--- src/logic/throttle_pkg.sv ---
/*
  package for the activate throttler: register offsets, reset values, window
  lengths and the carrier structs used by the throttler.
  assumes a 32-bit ahb-lite register bus and a 10 mhz core clock.
*/
package throttle_pkg;
  // register byte offsets
  localparam logic [7:0] ctrl_off   = 8'h00;
  localparam logic [7:0] limits_off = 8'h04;
  localparam logic [7:0] gbl_off    = 8'h08;
  localparam logic [7:0] elec_off   = 8'h0c;
  localparam logic [7:0] status_off = 8'h10;
  // control field positions
  localparam int closed_loop_pos   = 0;
  localparam int step_mode_pos     = 1;
  localparam int short_window_pos  = 2;
  // limit values that mean unrestricted, and the staircase step
  localparam logic [7:0] limit_off_zero = 8'h00;
  localparam logic [7:0] limit_full     = 8'ha8;
  localparam logic [7:0] stair_step     = 8'h02;
  // reset values
  localparam logic [31:0] ctrl_rst   = 32'h0000_0000;
  localparam logic [31:0] limits_rst = 32'h0000_0000;
  localparam logic [7:0]  gbl_rst    = 8'h00;
  localparam logic [31:0] elec_rst   = 32'h0000_3400;
  // global window, counted in core clocks
  localparam int thermal_window    = 1344;
  localparam int gbl_mult_normal   = 16384;
  localparam int gbl_mult_short    = 4;
  localparam int gbl_hold_normal   = 16;
  localparam int gbl_hold_short    = 2;
  localparam int acts_per_unit     = 65536;
  // configuration ring latency and spacing, in core clocks
  localparam int ring_latency      = 40;
  localparam int write_spacing     = 80;
  // electrical window lengths by speed selection
  localparam int elec_hist_len     = 20;
  localparam logic [4:0] ewin_slow_1to1 = 5'd10;
  localparam logic [4:0] ewin_slow_5to4 = 5'd13;
  localparam logic [4:0] ewin_mid       = 5'd13;
  localparam logic [4:0] ewin_safe      = 5'd20;
  localparam logic [2:0] elec_limit_rst = 3'd4;

  typedef enum logic [1:0] {
    spd_slow_1to1 = 2'b00,
    spd_slow_5to4 = 2'b01,
    spd_mid       = 2'b10,
    spd_safe      = 2'b11
  } speed_sel_t;

  typedef struct packed {
    logic [7:0] high;
    logic [7:0] mid;
    logic [7:0] low;
  } limits_t;

  typedef struct packed {
    logic        closed_loop_select;
    logic        step_mode_select;
    logic        short_window_mode;
  } ctrl_t;
endpackage

--- src/logic/pending_write_mem.sv ---
/*
  holds register writes while they travel the configuration ring; a small
  delay line of words whose output comes from a register.
  assumes the writer keeps one write in flight at a time.
*/
`timescale 1ns/100ps
module pending_write_mem #(
  parameter int width = 36,
  parameter int depth = 40
) (
  // clock and reset
  input  wire logic             hclk,
  input  wire logic             hresetn,
  input  wire logic             ce,
  // write side
  input  wire logic             wr_valid,
  input  wire logic [width-1:0] wr_data,
  // read side
  output logic                  rd_valid_q,
  output logic [width-1:0]      rd_data_q
);
  logic [depth-1:0] valid_pipe_q;
  logic [width-1:0] data_pipe_q [depth];

  always_ff @(posedge hclk or negedge hresetn) begin
    if (!hresetn) begin
      valid_pipe_q <= '0;
      rd_valid_q   <= 1'b0;
      rd_data_q    <= '0;
    end else if (ce) begin
      valid_pipe_q <= {valid_pipe_q[depth-2:0], wr_valid};
      rd_valid_q   <= valid_pipe_q[depth-2];
      rd_data_q    <= data_pipe_q[depth-2];
    end
  end

  always_ff @(posedge hclk) begin
    if (ce) begin
      data_pipe_q[0] <= wr_data;
      for (int i = 1; i < depth; i++) begin
        data_pipe_q[i] <= data_pipe_q[i-1];
      end
    end
  end
endmodule

--- src/logic/activate_throttler.sv ---
/*
  activate throttler: open-loop global window throttling, closed-loop
  staircase / single-step throttling and per-rank electrical throttling,
  with its registers on an ahb-lite slave.
  assumes one activate scheduler per instance, a 10 mhz core clock and
  writes spaced by the configuration software.
*/
// Behaviour
// - hunt field picks open or closed loop
// - register writes take effect 40 clocks later
// - global excess sets flag for 16 windows
// - new low/mid limits apply immediately
// - mid crossing picks staircase or single step
// - staircase value is max(old minus 2, high)
// - high above active value resets active value
// - hunt cleared ignores temperature entirely
// - limits 0 or 168 mean unrestricted
// - global unit allows 65536 activates per window
// - electrical enable per dimm pair, ranks share
// - at most 4 activates per rank window
// - electrical window length follows dimm speed
// - configuration field sets electrical activate limit
// - 20-bit per-rank activate history register
// - block rank activates while sum reaches limit
// - history bits beyond window forced to zero
// - flag holds until 16 or 2 clean windows
// - global window 16384 or 4 times 1344
// - flag set uses mid limit instead of low
// - windows counted in core clocks
`timescale 1ns/100ps
module activate_throttler #(
  parameter int pairs         = 2,
  parameter int gbl_window    = throttle_pkg::gbl_mult_normal * throttle_pkg::thermal_window,
  parameter int short_window  = throttle_pkg::gbl_mult_short * throttle_pkg::thermal_window,
  parameter int unit_acts     = throttle_pkg::acts_per_unit
) (
  // clock, reset, enable
  input  wire logic                 hclk,
  input  wire logic                 hresetn,
  input  wire logic                 ce,
  // ahb-lite slave
  input  wire logic                 hsel,
  input  wire logic [7:0]           haddr,
  input  wire logic [1:0]           htrans,
  input  wire logic                 hwrite,
  input  wire logic [2:0]           hsize,
  input  wire logic [31:0]          hwdata,
  input  wire logic                 hready,
  output logic [31:0]               hrdata,
  output logic                      hreadyout,
  output logic                      hresp,
  // activate scheduler: one request bit per rank (two ranks per pair)
  input  wire logic [2*pairs-1:0]   act_issued,
  output logic [2*pairs-1:0]        rank_block,
  // temperature feedback
  input  wire logic                 temp_above_mid,
  input  wire logic                 throttle_tick,
  // throttle state
  output logic [7:0]                active_throttle_value,
  output logic                      global_throttle_flag
);
  localparam int ranks = 2 * pairs;

  // register state
  throttle_pkg::ctrl_t   ctrl_q;
  throttle_pkg::limits_t lim_q;
  logic [7:0]            global_activate_limit;
  logic [pairs-1:0]      electrical_throttle_enable;
  logic [2:0]            electrical_activate_limit;
  throttle_pkg::speed_sel_t speed_q;

  // ahb address phase; only whole-word transfers are taken
  logic       wr_pend_q;
  logic [7:0] addr_q;
  wire        word_acc = hsize == 3'b010;
  wire        take     = hsel && hready && htrans[1] && word_acc;
  always_ff @(posedge hclk or negedge hresetn) begin
    if (!hresetn) begin
      wr_pend_q <= 1'b0;
      addr_q    <= 8'h00;
    end else if (ce) begin
      wr_pend_q <= take && hwrite;
      if (take) begin
        addr_q <= haddr;
      end
    end
  end

  // writes travel the ring before landing
  logic        ring_valid;
  logic [39:0] ring_data;
  pending_write_mem #(
    .width (40),
    .depth (throttle_pkg::ring_latency)
  ) u_ring (
    .hclk       (hclk),
    .hresetn    (hresetn),
    .ce         (ce),
    .wr_valid   (wr_pend_q),
    .wr_data    ({addr_q, hwdata}),
    .rd_valid_q (ring_valid),
    .rd_data_q  (ring_data)
  );
  wire [7:0]  ring_addr = ring_data[39:32];
  wire [31:0] ring_word = ring_data[31:0];
  wire        ld_ctrl   = ring_valid && ring_addr == throttle_pkg::ctrl_off;
  wire        ld_lim    = ring_valid && ring_addr == throttle_pkg::limits_off;
  wire        ld_gbl    = ring_valid && ring_addr == throttle_pkg::gbl_off;
  wire        ld_elec   = ring_valid && ring_addr == throttle_pkg::elec_off;

  always_ff @(posedge hclk or negedge hresetn) begin
    if (!hresetn) begin
      ctrl_q                     <= throttle_pkg::ctrl_t'(throttle_pkg::ctrl_rst[2:0]);
      lim_q                      <= throttle_pkg::limits_t'(throttle_pkg::limits_rst[23:0]);
      global_activate_limit      <= throttle_pkg::gbl_rst;
      electrical_throttle_enable <= '0;
      electrical_activate_limit  <= throttle_pkg::elec_limit_rst;
      speed_q                    <= throttle_pkg::spd_safe;
    end else if (ce) begin
      if (ld_ctrl) begin
        ctrl_q <= {ring_word[throttle_pkg::closed_loop_pos],
                   ring_word[throttle_pkg::step_mode_pos],
                   ring_word[throttle_pkg::short_window_pos]};
      end
      if (ld_lim) begin
        lim_q <= ring_word[23:0];
      end
      if (ld_gbl) begin
        global_activate_limit <= ring_word[7:0];
      end
      if (ld_elec) begin
        electrical_throttle_enable <= ring_word[pairs-1:0];
        electrical_activate_limit  <= ring_word[10:8];
        speed_q <= throttle_pkg::speed_sel_t'(ring_word[13:12]);
      end
    end
  end

  function automatic logic unlimited(input logic [7:0] v);
    return v == throttle_pkg::limit_off_zero || v == throttle_pkg::limit_full;
  endfunction

  // global window counter, core clocks
  logic [31:0] win_cnt_q;
  wire  [31:0] win_len  = ctrl_q.short_window_mode ? 32'(short_window) : 32'(gbl_window);
  wire         win_end  = win_cnt_q >= win_len - 32'd1;
  logic [31:0] pair_cnt_q [pairs];
  logic [pairs-1:0] pair_over;
  logic        excess_q;
  wire  [31:0] gbl_cap = 32'(global_activate_limit) * 32'(unit_acts);
  for (genvar p = 0; p < pairs; p++) begin : g_pair
    assign pair_over[p] = !unlimited(global_activate_limit) && pair_cnt_q[p] > gbl_cap;
  end
  wire         win_excess = excess_q || |pair_over;
  logic [4:0]  hold_q;
  wire  [4:0]  hold_len = ctrl_q.short_window_mode ? 5'(throttle_pkg::gbl_hold_short)
                                                   : 5'(throttle_pkg::gbl_hold_normal);

  always_ff @(posedge hclk or negedge hresetn) begin
    if (!hresetn) begin
      win_cnt_q            <= 32'h0000_0000;
      excess_q             <= 1'b0;
      hold_q               <= 5'h00;
      global_throttle_flag <= 1'b0;
      for (int p = 0; p < pairs; p++) pair_cnt_q[p] <= 32'h0000_0000;
    end else if (ce) begin
      win_cnt_q <= win_end ? 32'h0000_0000 : win_cnt_q + 32'd1;
      excess_q  <= win_end ? 1'b0 : win_excess;
      for (int p = 0; p < pairs; p++) begin
        if (win_end) pair_cnt_q[p] <= 32'h0000_0000;
        else pair_cnt_q[p] <= pair_cnt_q[p] + 32'(act_issued[2*p] & ~rank_block[2*p])
                            + 32'(act_issued[2*p+1] & ~rank_block[2*p+1]);
      end
      if (win_end) begin
        if (win_excess) begin
          global_throttle_flag <= 1'b1;
          hold_q               <= hold_len;
        end else if (hold_q > 5'd1) begin
          hold_q <= hold_q - 5'd1;
        end else begin
          hold_q               <= 5'h00;
          global_throttle_flag <= 1'b0;
        end
      end
    end
  end

  // active throttle value
  wire [7:0] open_val  = global_throttle_flag ? lim_q.mid : lim_q.low;
  wire [7:0] stair_sub = active_throttle_value > throttle_pkg::stair_step
                         ? active_throttle_value - throttle_pkg::stair_step : 8'h00;
  wire [7:0] stair_val = stair_sub > lim_q.high ? stair_sub : lim_q.high;
  wire       use_temp  = ctrl_q.closed_loop_select && temp_above_mid;
  logic [7:0] thr_d;
  always_comb begin
    thr_d = active_throttle_value;
    if (!use_temp) begin
      thr_d = open_val;
    end else if (ctrl_q.step_mode_select) begin
      thr_d = lim_q.high;
    end else if (lim_q.high > active_throttle_value) begin
      thr_d = lim_q.high;
    end else if (throttle_tick) begin
      thr_d = stair_val;
    end
  end
  always_ff @(posedge hclk or negedge hresetn) begin
    if (!hresetn) active_throttle_value <= 8'h00;
    else if (ce)  active_throttle_value <= thr_d;
  end

  // electrical sliding window
  logic [4:0] ewin;
  always_comb begin
    unique case (speed_q)
      throttle_pkg::spd_slow_1to1: ewin = throttle_pkg::ewin_slow_1to1;
      throttle_pkg::spd_slow_5to4: ewin = throttle_pkg::ewin_slow_5to4;
      throttle_pkg::spd_mid:       ewin = throttle_pkg::ewin_mid;
      throttle_pkg::spd_safe:      ewin = throttle_pkg::ewin_safe;
    endcase
  end
  logic [throttle_pkg::elec_hist_len-1:0] win_mask;
  always_comb begin
    for (int b = 0; b < throttle_pkg::elec_hist_len; b++) begin
      win_mask[b] = 5'(b) < ewin;
    end
  end
  logic [throttle_pkg::elec_hist_len-1:0] hist_q [ranks];
  logic [4:0] ecount [ranks];
  logic [ranks-1:0] block_d;
  always_comb begin
    for (int r = 0; r < ranks; r++) begin
      ecount[r] = 5'h00;
      for (int b = 0; b < throttle_pkg::elec_hist_len - 1; b++) begin
        ecount[r] = ecount[r] + 5'(hist_q[r][b] & win_mask[b + 1]);
      end
      block_d[r] = electrical_throttle_enable[r/2]
                   && ecount[r] + 5'(act_issued[r] & ~rank_block[r])
                      >= 5'(electrical_activate_limit);
    end
  end
  always_ff @(posedge hclk or negedge hresetn) begin
    if (!hresetn) begin
      rank_block <= '0;
      for (int r = 0; r < ranks; r++) hist_q[r] <= '0;
    end else if (ce) begin
      rank_block <= block_d;
      for (int r = 0; r < ranks; r++) begin
        hist_q[r] <= {hist_q[r][throttle_pkg::elec_hist_len-2:0],
                      act_issued[r] & ~rank_block[r]} & win_mask;
      end
    end
  end

  // read data are decoded from the address phase and launched at its edge, so that
  // they already stand in the zero-wait data phase
  wire        rd_take = take && !hwrite;
  wire [31:0] rd_mux =
    haddr == throttle_pkg::ctrl_off   ? {29'h0, ctrl_q.short_window_mode,
                                         ctrl_q.step_mode_select, ctrl_q.closed_loop_select} :
    haddr == throttle_pkg::limits_off ? {8'h00, lim_q} :
    haddr == throttle_pkg::gbl_off    ? {24'h0, global_activate_limit} :
    haddr == throttle_pkg::elec_off   ? 32'({speed_q, 1'b0, electrical_activate_limit,
                                             8'(electrical_throttle_enable)}) :
    haddr == throttle_pkg::status_off ? {23'h0, global_throttle_flag, active_throttle_value} :
    32'h0000_0000;
  always_ff @(posedge hclk or negedge hresetn) begin
    if (!hresetn) begin
      hrdata    <= 32'h0000_0000;
      hreadyout <= 1'b1;
      hresp     <= 1'b0;
    end else if (ce) begin
      hreadyout <= 1'b1;
      hresp     <= 1'b0;
      hrdata    <= rd_take ? rd_mux : hrdata;
    end
  end
endmodule

--- config.mk ---
export PLATFORM = sky130hd
export DESIGN_NAME = activate_throttler
export DESIGN_NICKNAME = d
export VERILOG_FILES = /design/src/logic/throttle_pkg.sv /design/src/logic/pending_write_mem.sv /design/src/logic/activate_throttler.sv
export SDC_FILE = /design/constraint.sdc
export NUM_CORES = 1
export LEC_CHECK = 0
export BUFFER_PORTS_ARGS = -buffer_cell sky130_fd_sc_hd__buf_4
export CORE_ASPECT_RATIO = 1.25
export CORE_MARGIN = 2
export CORE_UTILIZATION = 30
export DETAILED_ROUTE_END_ITERATION = 10
export RECOVER_POWER = 100
export SETUP_SLACK_MARGIN = 0.05
export SYNTH_ARGS = -nofsm -noshare
export SYNTH_HDL_FRONTEND = slang
export SYNTH_SLANG_ARGS = --single-unit
--- constraint.sdc ---
create_clock -name hclk -period 9.14 [get_ports hclk]
set_input_delay 1.828 -clock hclk [delete_from_list [all_inputs] [get_ports hclk]]
set_output_delay 1.828 -clock hclk [all_outputs]
set_load 0.1 [all_outputs]
* Word-level counts from Yosys, hierarchy flattened *
Memories as Yosys holds them, arrays and structs flattened.
Cells that the tools add are included.

operators by class
  reductions and logical operators = 35
  eq/ne operators = 14
  $lt $le $gt $ge = 31
  add/subtract/negate cells = 84
  multiplexer cells = 25
  bitwise gates (word level) = 104

operators with widths
  cell                                                                    count
  5-bit by 1-bit adder with 5-bit output                                  56
  32-bit adder                                                            4
  1-bit by 32-bit AND with 32-bit output                                  4
  1-bit inverter with 32-bit output                                       4
  32-bit 2-to-1 mux                                                       3
  1-bit AND                                                               80
  19-bit AND                                                              4
  32-bit by 24-bit greater-than comparator with 1-bit output              2
  8-bit 2-to-1 mux                                                        7
  24-bit 2-to-1 mux                                                       2
  4-bit by 5-bit < comparator with 1-bit output (first input constant)    8
  32-bit by 1-bit adder with 32-bit output (second input constant)        1
  8-bit by 4-bit equality test with 1-bit output (second input constant)  4
  32-bit greater-or-equal comparator                                      1
  14-bit 2-to-1 mux                                                       2
  25-bit by 1-bit subtractor with 26-bit output (second input constant)   1
  25-bit 2-to-1 mux                                                       1
  8-bit logical NOT                                                       3
  4-bit by 1-bit adder with 5-bit output                                  4
  5-bit adder                                                             4
  1-bit by 5-bit AND with 5-bit output                                    4
  5-bit by 3-bit greater-or-equal comparator with 1-bit output            4
  3-bit by 5-bit < comparator with 1-bit output (first input constant)    4
  5-bit < comparator (first input constant)                               4
  other kinds (31)                                                        82

word-level totals
  word-level logic and storage cells = 322
  memories kept = 1
  register bits after elaboration = 354
  output and inout bits = 47
  input bits = 57
  RAM bits = 1,600

memory list
  memory              depth  bits a word  read ports  clocked after Yosys merged registers in  write ports  line                     source
  u_ring.data_pipe_q  40     40           39          0                                        40           pending_write_mem.sv:23  logic [width-1:0] data_pipe_q [depth];

* Longest topological paths before layout *
  word-level depth = 26
  gate-level depth with buffers = 20
  gate-level depth less buffers = 19

* Cells and area by module *
A second synthesis with hierarchy kept.

unflattened totals
  cell total of the unflattened synthesis = 3,294
  area total of the unflattened synthesis = 65,770.6 um^2

by module, submodules not included
  module              instances  sequential area each (um^2)  cells an instance  area each (um^2)
  pending_write_mem   1          48,846.8                     1,729              50,219.4
  activate_throttler  1          6,660.1                      1,565              15,551.2

* Worst setup path before layout *
Ideal clock, no wire load.

  kind = register to register
  start point = register speed_q[0]
  end point = register rank_block[1]
  stages on the path, launching flop included = 20
  library setup time = 120 ps
  period minus slack after synthesis = 5,319 ps
  required time = 9,020 ps
  slack = 3,821 ps
  path buffers = 2
  data arrival time = 5,199 ps
  path through = dfstp_2 > ha_1 > clkbuf_1 > clkbuf_1 > nand2_1 > fa_1 > inv_1 > fa_1 > inv_1 > fa_1 > fa_1 > fa_1 > inv_1 > ha_1 > fa_1 > ha_1 > a21o_1 > a21oi_1 > a31oi_1 > a21o_1

between the ends
  word-level cells in the longest chain between the ends = 26
  elaborated cells between the ends (all ways) = 65
  those cells by class = add/sub (19); order compare (20); eq/ne (3); mux (1); bitwise (19); reduce/logical (3)

RTL lines
  element                                                                                                                line                       source
  start: declaration                                                                                                     activate_throttler.sv:70   throttle_pkg::speed_sel_t speed_q;
  start signal: assignment                                                                                               activate_throttler.sv:118  speed_q <= throttle_pkg::spd_safe;
  start signal: assignment                                                                                               activate_throttler.sv:134  speed_q <= throttle_pkg::speed_sel_t'(ring_word[13:12]);
  2-bit equality test / 2-bit by 1-bit equality test with 1-bit output (equally long branches)                           activate_throttler.sv:215  unique case (speed_q)
  2-bit OR reduction (no source line)                                                                                    --
  5-bit one-hot mux with 3 select lines *                                                                                activate_throttler.sv:215
  1-bit by 5-bit < comparator with 1-bit output / 2-bit by 5-bit < comparator with 1-bit output (equally long branches)  activate_throttler.sv:225  win_mask[b] = 5'(b) < ewin;
  1-bit AND                                                                                                              activate_throttler.sv:235  ecount[r] = ecount[r] + 5'(hist_q[r][b] & win_mask[b + 1]);
  1-bit by 1-bit adder with 2-bit output                                                                                 activate_throttler.sv:235
  2-bit by 1-bit adder with 3-bit output                                                                                 activate_throttler.sv:235
  3-bit by 1-bit adder with 4-bit output                                                                                 activate_throttler.sv:235
  4-bit by 1-bit adder with 5-bit output                                                                                 activate_throttler.sv:235
  5-bit by 1-bit adder with 5-bit output (13 in a row)                                                                   activate_throttler.sv:235
  5-bit by 1-bit adder with 5-bit output *                                                                               activate_throttler.sv:235
  5-bit adder *                                                                                                          activate_throttler.sv:238  && ecount[r] + 5'(act_issued[r] & ~rank_block[r])
  5-bit by 3-bit greater-or-equal comparator with 1-bit output *                                                         activate_throttler.sv:239  >= 5'(electrical_activate_limit);
  1-bit logical AND *                                                                                                    activate_throttler.sv:238
  end signal: assignment                                                                                                 activate_throttler.sv:247  rank_block <= block_d;
  end: declaration                                                                                                       activate_throttler.sv:54   output logic [2*pairs-1:0] rank_block,

Mark *: on every way between the ends. The rest lies on a longest branch, timed or not.
A chain may end at the register's enable or synchronous reset.

* Worst setup path after layout *
  start point = input port ce
  end point = register hist_q[9] (netlist name)

RTL lines
  element                         line                       source
  start: declaration              activate_throttler.sv:40   input wire logic ce,
  end signal: indexed assignment  activate_throttler.sv:249  hist_q[r] <= {hist_q[r][throttle_pkg::elec_hist_len-2:0],
  end: declaration                activate_throttler.sv:228  logic [throttle_pkg::elec_hist_len-1:0] hist_q [ranks];

No word-level cell between the ends.

==> results_dict.tcl <==
set metrics [dict create \
    p_leak_nw 23.9 \
    synth_warnings 0 \
    ioPinCount 104 \
    critPathCaptureType "flip-flop" \
    rsz0062_at_grt "false" \
    clockBufferDepth 3 \
    p_int_mw 12.2 \
    antenna_found_initial 2 \
    place_ws_ps 3530 \
    drt-initial-drc-count 1520 \
    synthArstFlopShare_pct 21.3 \
    ant_nets 0 \
    place_area_mm2 0.0591 \
    synth-edff-count 1248 \
    post-route-period-util_pct 73.6 \
    hold_buffers 0 \
    max-slew-margin-rel_pct -199 \
    critPathKind "in2reg" \
    grt_max_degree 171 \
    skew_ps 28.6 \
    setup_ws_ps 2420 \
    yosysSeqAreaShare_pct 82.9 \
    switching_power_mw 3.22 \
    vias_per_cell 4.19 \
    fp.dieArea_mm2 0.188 \
    grt_pass1_wl_um 124000 \
    drt_pass1_iterations 6 \
    final.setup.tns_ps 0 \
    synthCells 2955 \
    post-dp-hpwl_um 43200 \
    core_mm2 0.184 \
    clk_pin_slew_ps 60 \
    fmax_mhz 149 \
    worst_slew_pin_slew_ps 4480 \
    root_buffer "clkbuf_16" \
    die_y_um 485 \
    post_cts_resized 0 \
    synth_ff_type "edfxtp_1" \
    peakVddDrop_v 0.000175 \
    insertion_delay_ps 750 \
    cts_htree_levels 4 \
    post-cts-setup-buffers 0 \
    comb_power_share_pct 5.4 \
    area_growth_pct 15.0 \
    drc 0 \
    p_seq_share_pct 54.7 \
    min_period_ps 6720 \
    rows 176 \
    holdCritPathClass "reg2reg" \
    vias 23800 \
    finalWirelength_um 75500 \
    final_design_area_no_fill_mm2 0.0638 \
    p_clk_share_pct 39.9 \
    grt_pass1_vias 24100 \
    drive_above_1_share_pct 13.1 \
    nFillCells 17200 \
    startpoint_type "primary input" \
    fin_nets 3357 \
    numCtsBuffers 154 \
    port_buffers 84 \
    grt_use_total_pct 8.03 \
    required_ps 9760 \
    outcome "finished with violations" \
    synthesis.area_mm2 0.0554 \
    synth_seq_cells 1586 \
    switching_share_pct 20.9 \
    wl_per_cell_um 13.3 \
    crit_fanout 151 \
    violations "max-capacitance violations, max-slew violations" \
    cap_violations 13 \
    place_congestion 0.824 \
    start_util_pct 30.1 \
    grt_overflow 0 \
    cts_tree "done" \
    finalMaxSlewViolations 1268 \
    die_w_um 388 \
    avgSynthCellArea_um2 18.8 \
    power.density_mw_per_mm2 241 \
    yosysUniqueCellTypes 60 \
    clkSinkCount 1586 \
    hold_violations 0 \
    setup_viol 0 \
    cp_data_arrival_time_ps 7340 \
]
flip-flops by register name (all words and copies together) (netlist names), 2 cells and up:
register,flops
win_cnt_q,32
u_ring.rd_data_q,32
lim_q,24
hrdata,24
u_ring.data_pipe_q,1248
ctrl_q,3
rank_block,4
speed_q,2
addr_q,8
u_ring.valid_pipe_q,39
hold_q,5
hist_q,76
active_throttle_value,8
global_activate_limit,8
electrical_activate_limit,3
electrical_throttle_enable,2
pair_cnt_q,64
power by group through the flow:
stage	Clock [mW]	Sequential, mW	Combinational [mW]
after CTS	6.37	8.40	0.852
final	6.13	8.41	0.823
after floorplan	0	8.49	0.547
after detailed placement	0	8.55	0.848
after global placement	0	8.52	0.823
after global routing	6.67	8.45	0.971
worst paths after layout:
kind	cells after the start	slack, ps	start	to
max	4	2420	ce	hist_q[9]
min	0	400	u_ring.data_pipe_q[4][10]	u_ring.data_pipe_q[4][50]
max reg2reg	18	3550	speed_q[0]	rank_block[1]
min reg2reg	0	400	u_ring.data_pipe_q[4][10]	u_ring.data_pipe_q[4][50]
max in group asynchronous	2	3020	hresetn	addr_q[6]
min in group asynchronous	1	1180	hresetn	hrdata[3]
routing by layer:
layer	part of all wire [%]	up-vias	GRT usage, %
met2	47	390	12.7
li1	-	11300	-
met3	4.4	136	1.81
met5	0	-	0
met4	2.7	0	3.49
met1	46	12000	10.6
stage by stage:
step	total power [mW]	utilization, %	std cells	hold slack, ps
4_1_cts	15.6	34.8	5682	399
3_5_place_dp	9.39	32.1	5397	405
2_1_floorplan	9.04	-	2963	400
3_3_place_gp	9.34	32.1	5397	400
5_1_grt	16.1	34.7	5682	406
6_report	15.4	34.7	5683	399
worst max-delay path: stages:
cell and delay [ps]:
buf_16 420, clkbuf_2 2510, clkbuf_2 1770, mux2_2 450
layout make-up:
type,instances,area [µm²],share of cell area (%)
inverters,143,537,0.842
flip-flops and latches,1586,45900,72.0
diodes,1,2.50,0.00392
repair buffers,106,658,1.03
clock inverters,84,863,1.35
well taps,2403,3010,4.71
multi-input cells,1159,8670,13.6
clock buffers,201,4100,6.43
logic make-up after synthesis:
| kind of cell | share of synthesized area [%] |
|---|---|
| xor gates and xnor gates | 1.33 |
| DFF | 82.9 |
| adders and majority gates | 4.17 |
| muxes | 3.14 |
| AOI/OAI and AO/OA | 2.36 |
| buffers and inverters | 1.55 |
| and+or+nand+nor | 4.58 |
| other | 0.0135 |
cells in the mapped netlist, types with 5 or more instances:
cell type	instances	area, µm²
nand4_1	25	156
nor4_1	25	156
a21oi_1	38	190
a222oi_1	6	60.1
mux2_2	139	1570
buf_1	9	33.8
o21ai_0	114	571
o211ai_1	8	60.1
and3_1	30	188
or4_1	5	37.5
nand2_1	180	676
and2_1	9	56.3
fa_1	58	1160
dfrtp_1	335	8380
clkbuf_1	55	206
edfxtp_1	1248	37500
nand3_1	57	285
o31ai_1	9	67.6
buf_4	10	75.1
a21o_1	17	128
xor2_1	46	403
mux2i_1	16	160
nor3_1	25	125
xnor2_1	38	333
ha_1	92	1150
nand2b_1	29	181
inv_1	142	533
nor2_1	127	477
or2_2	5	31.3
a211oi_1	5	37.5
a31oi_1	7	43.8
placed cells by master, fill, tap and decap left out, drive strengths merged, types with 6 or more instances in the layout:
master / count
and3: 30
mux2: 140
nand3: 57
a21oi: 38
conb: 10
nand2b: 29
xor2: 46
nor2: 128
buf: 29
and2: 9
a222oi: 6
dfrtp: 335
a31oi: 7
inv: 152
mux2i: 16
ha: 92
nand4: 25
o31ai: 9
clkbuf: 278
o211ai: 8
nor3: 27
fa: 58
nor4: 25
xnor2: 38
clkinv: 59
edfxtp: 1248
nand2: 180
bufinv: 13
o21ai: 117
a21o: 17
Note: power is estimated with default switching activity, not from simulation.
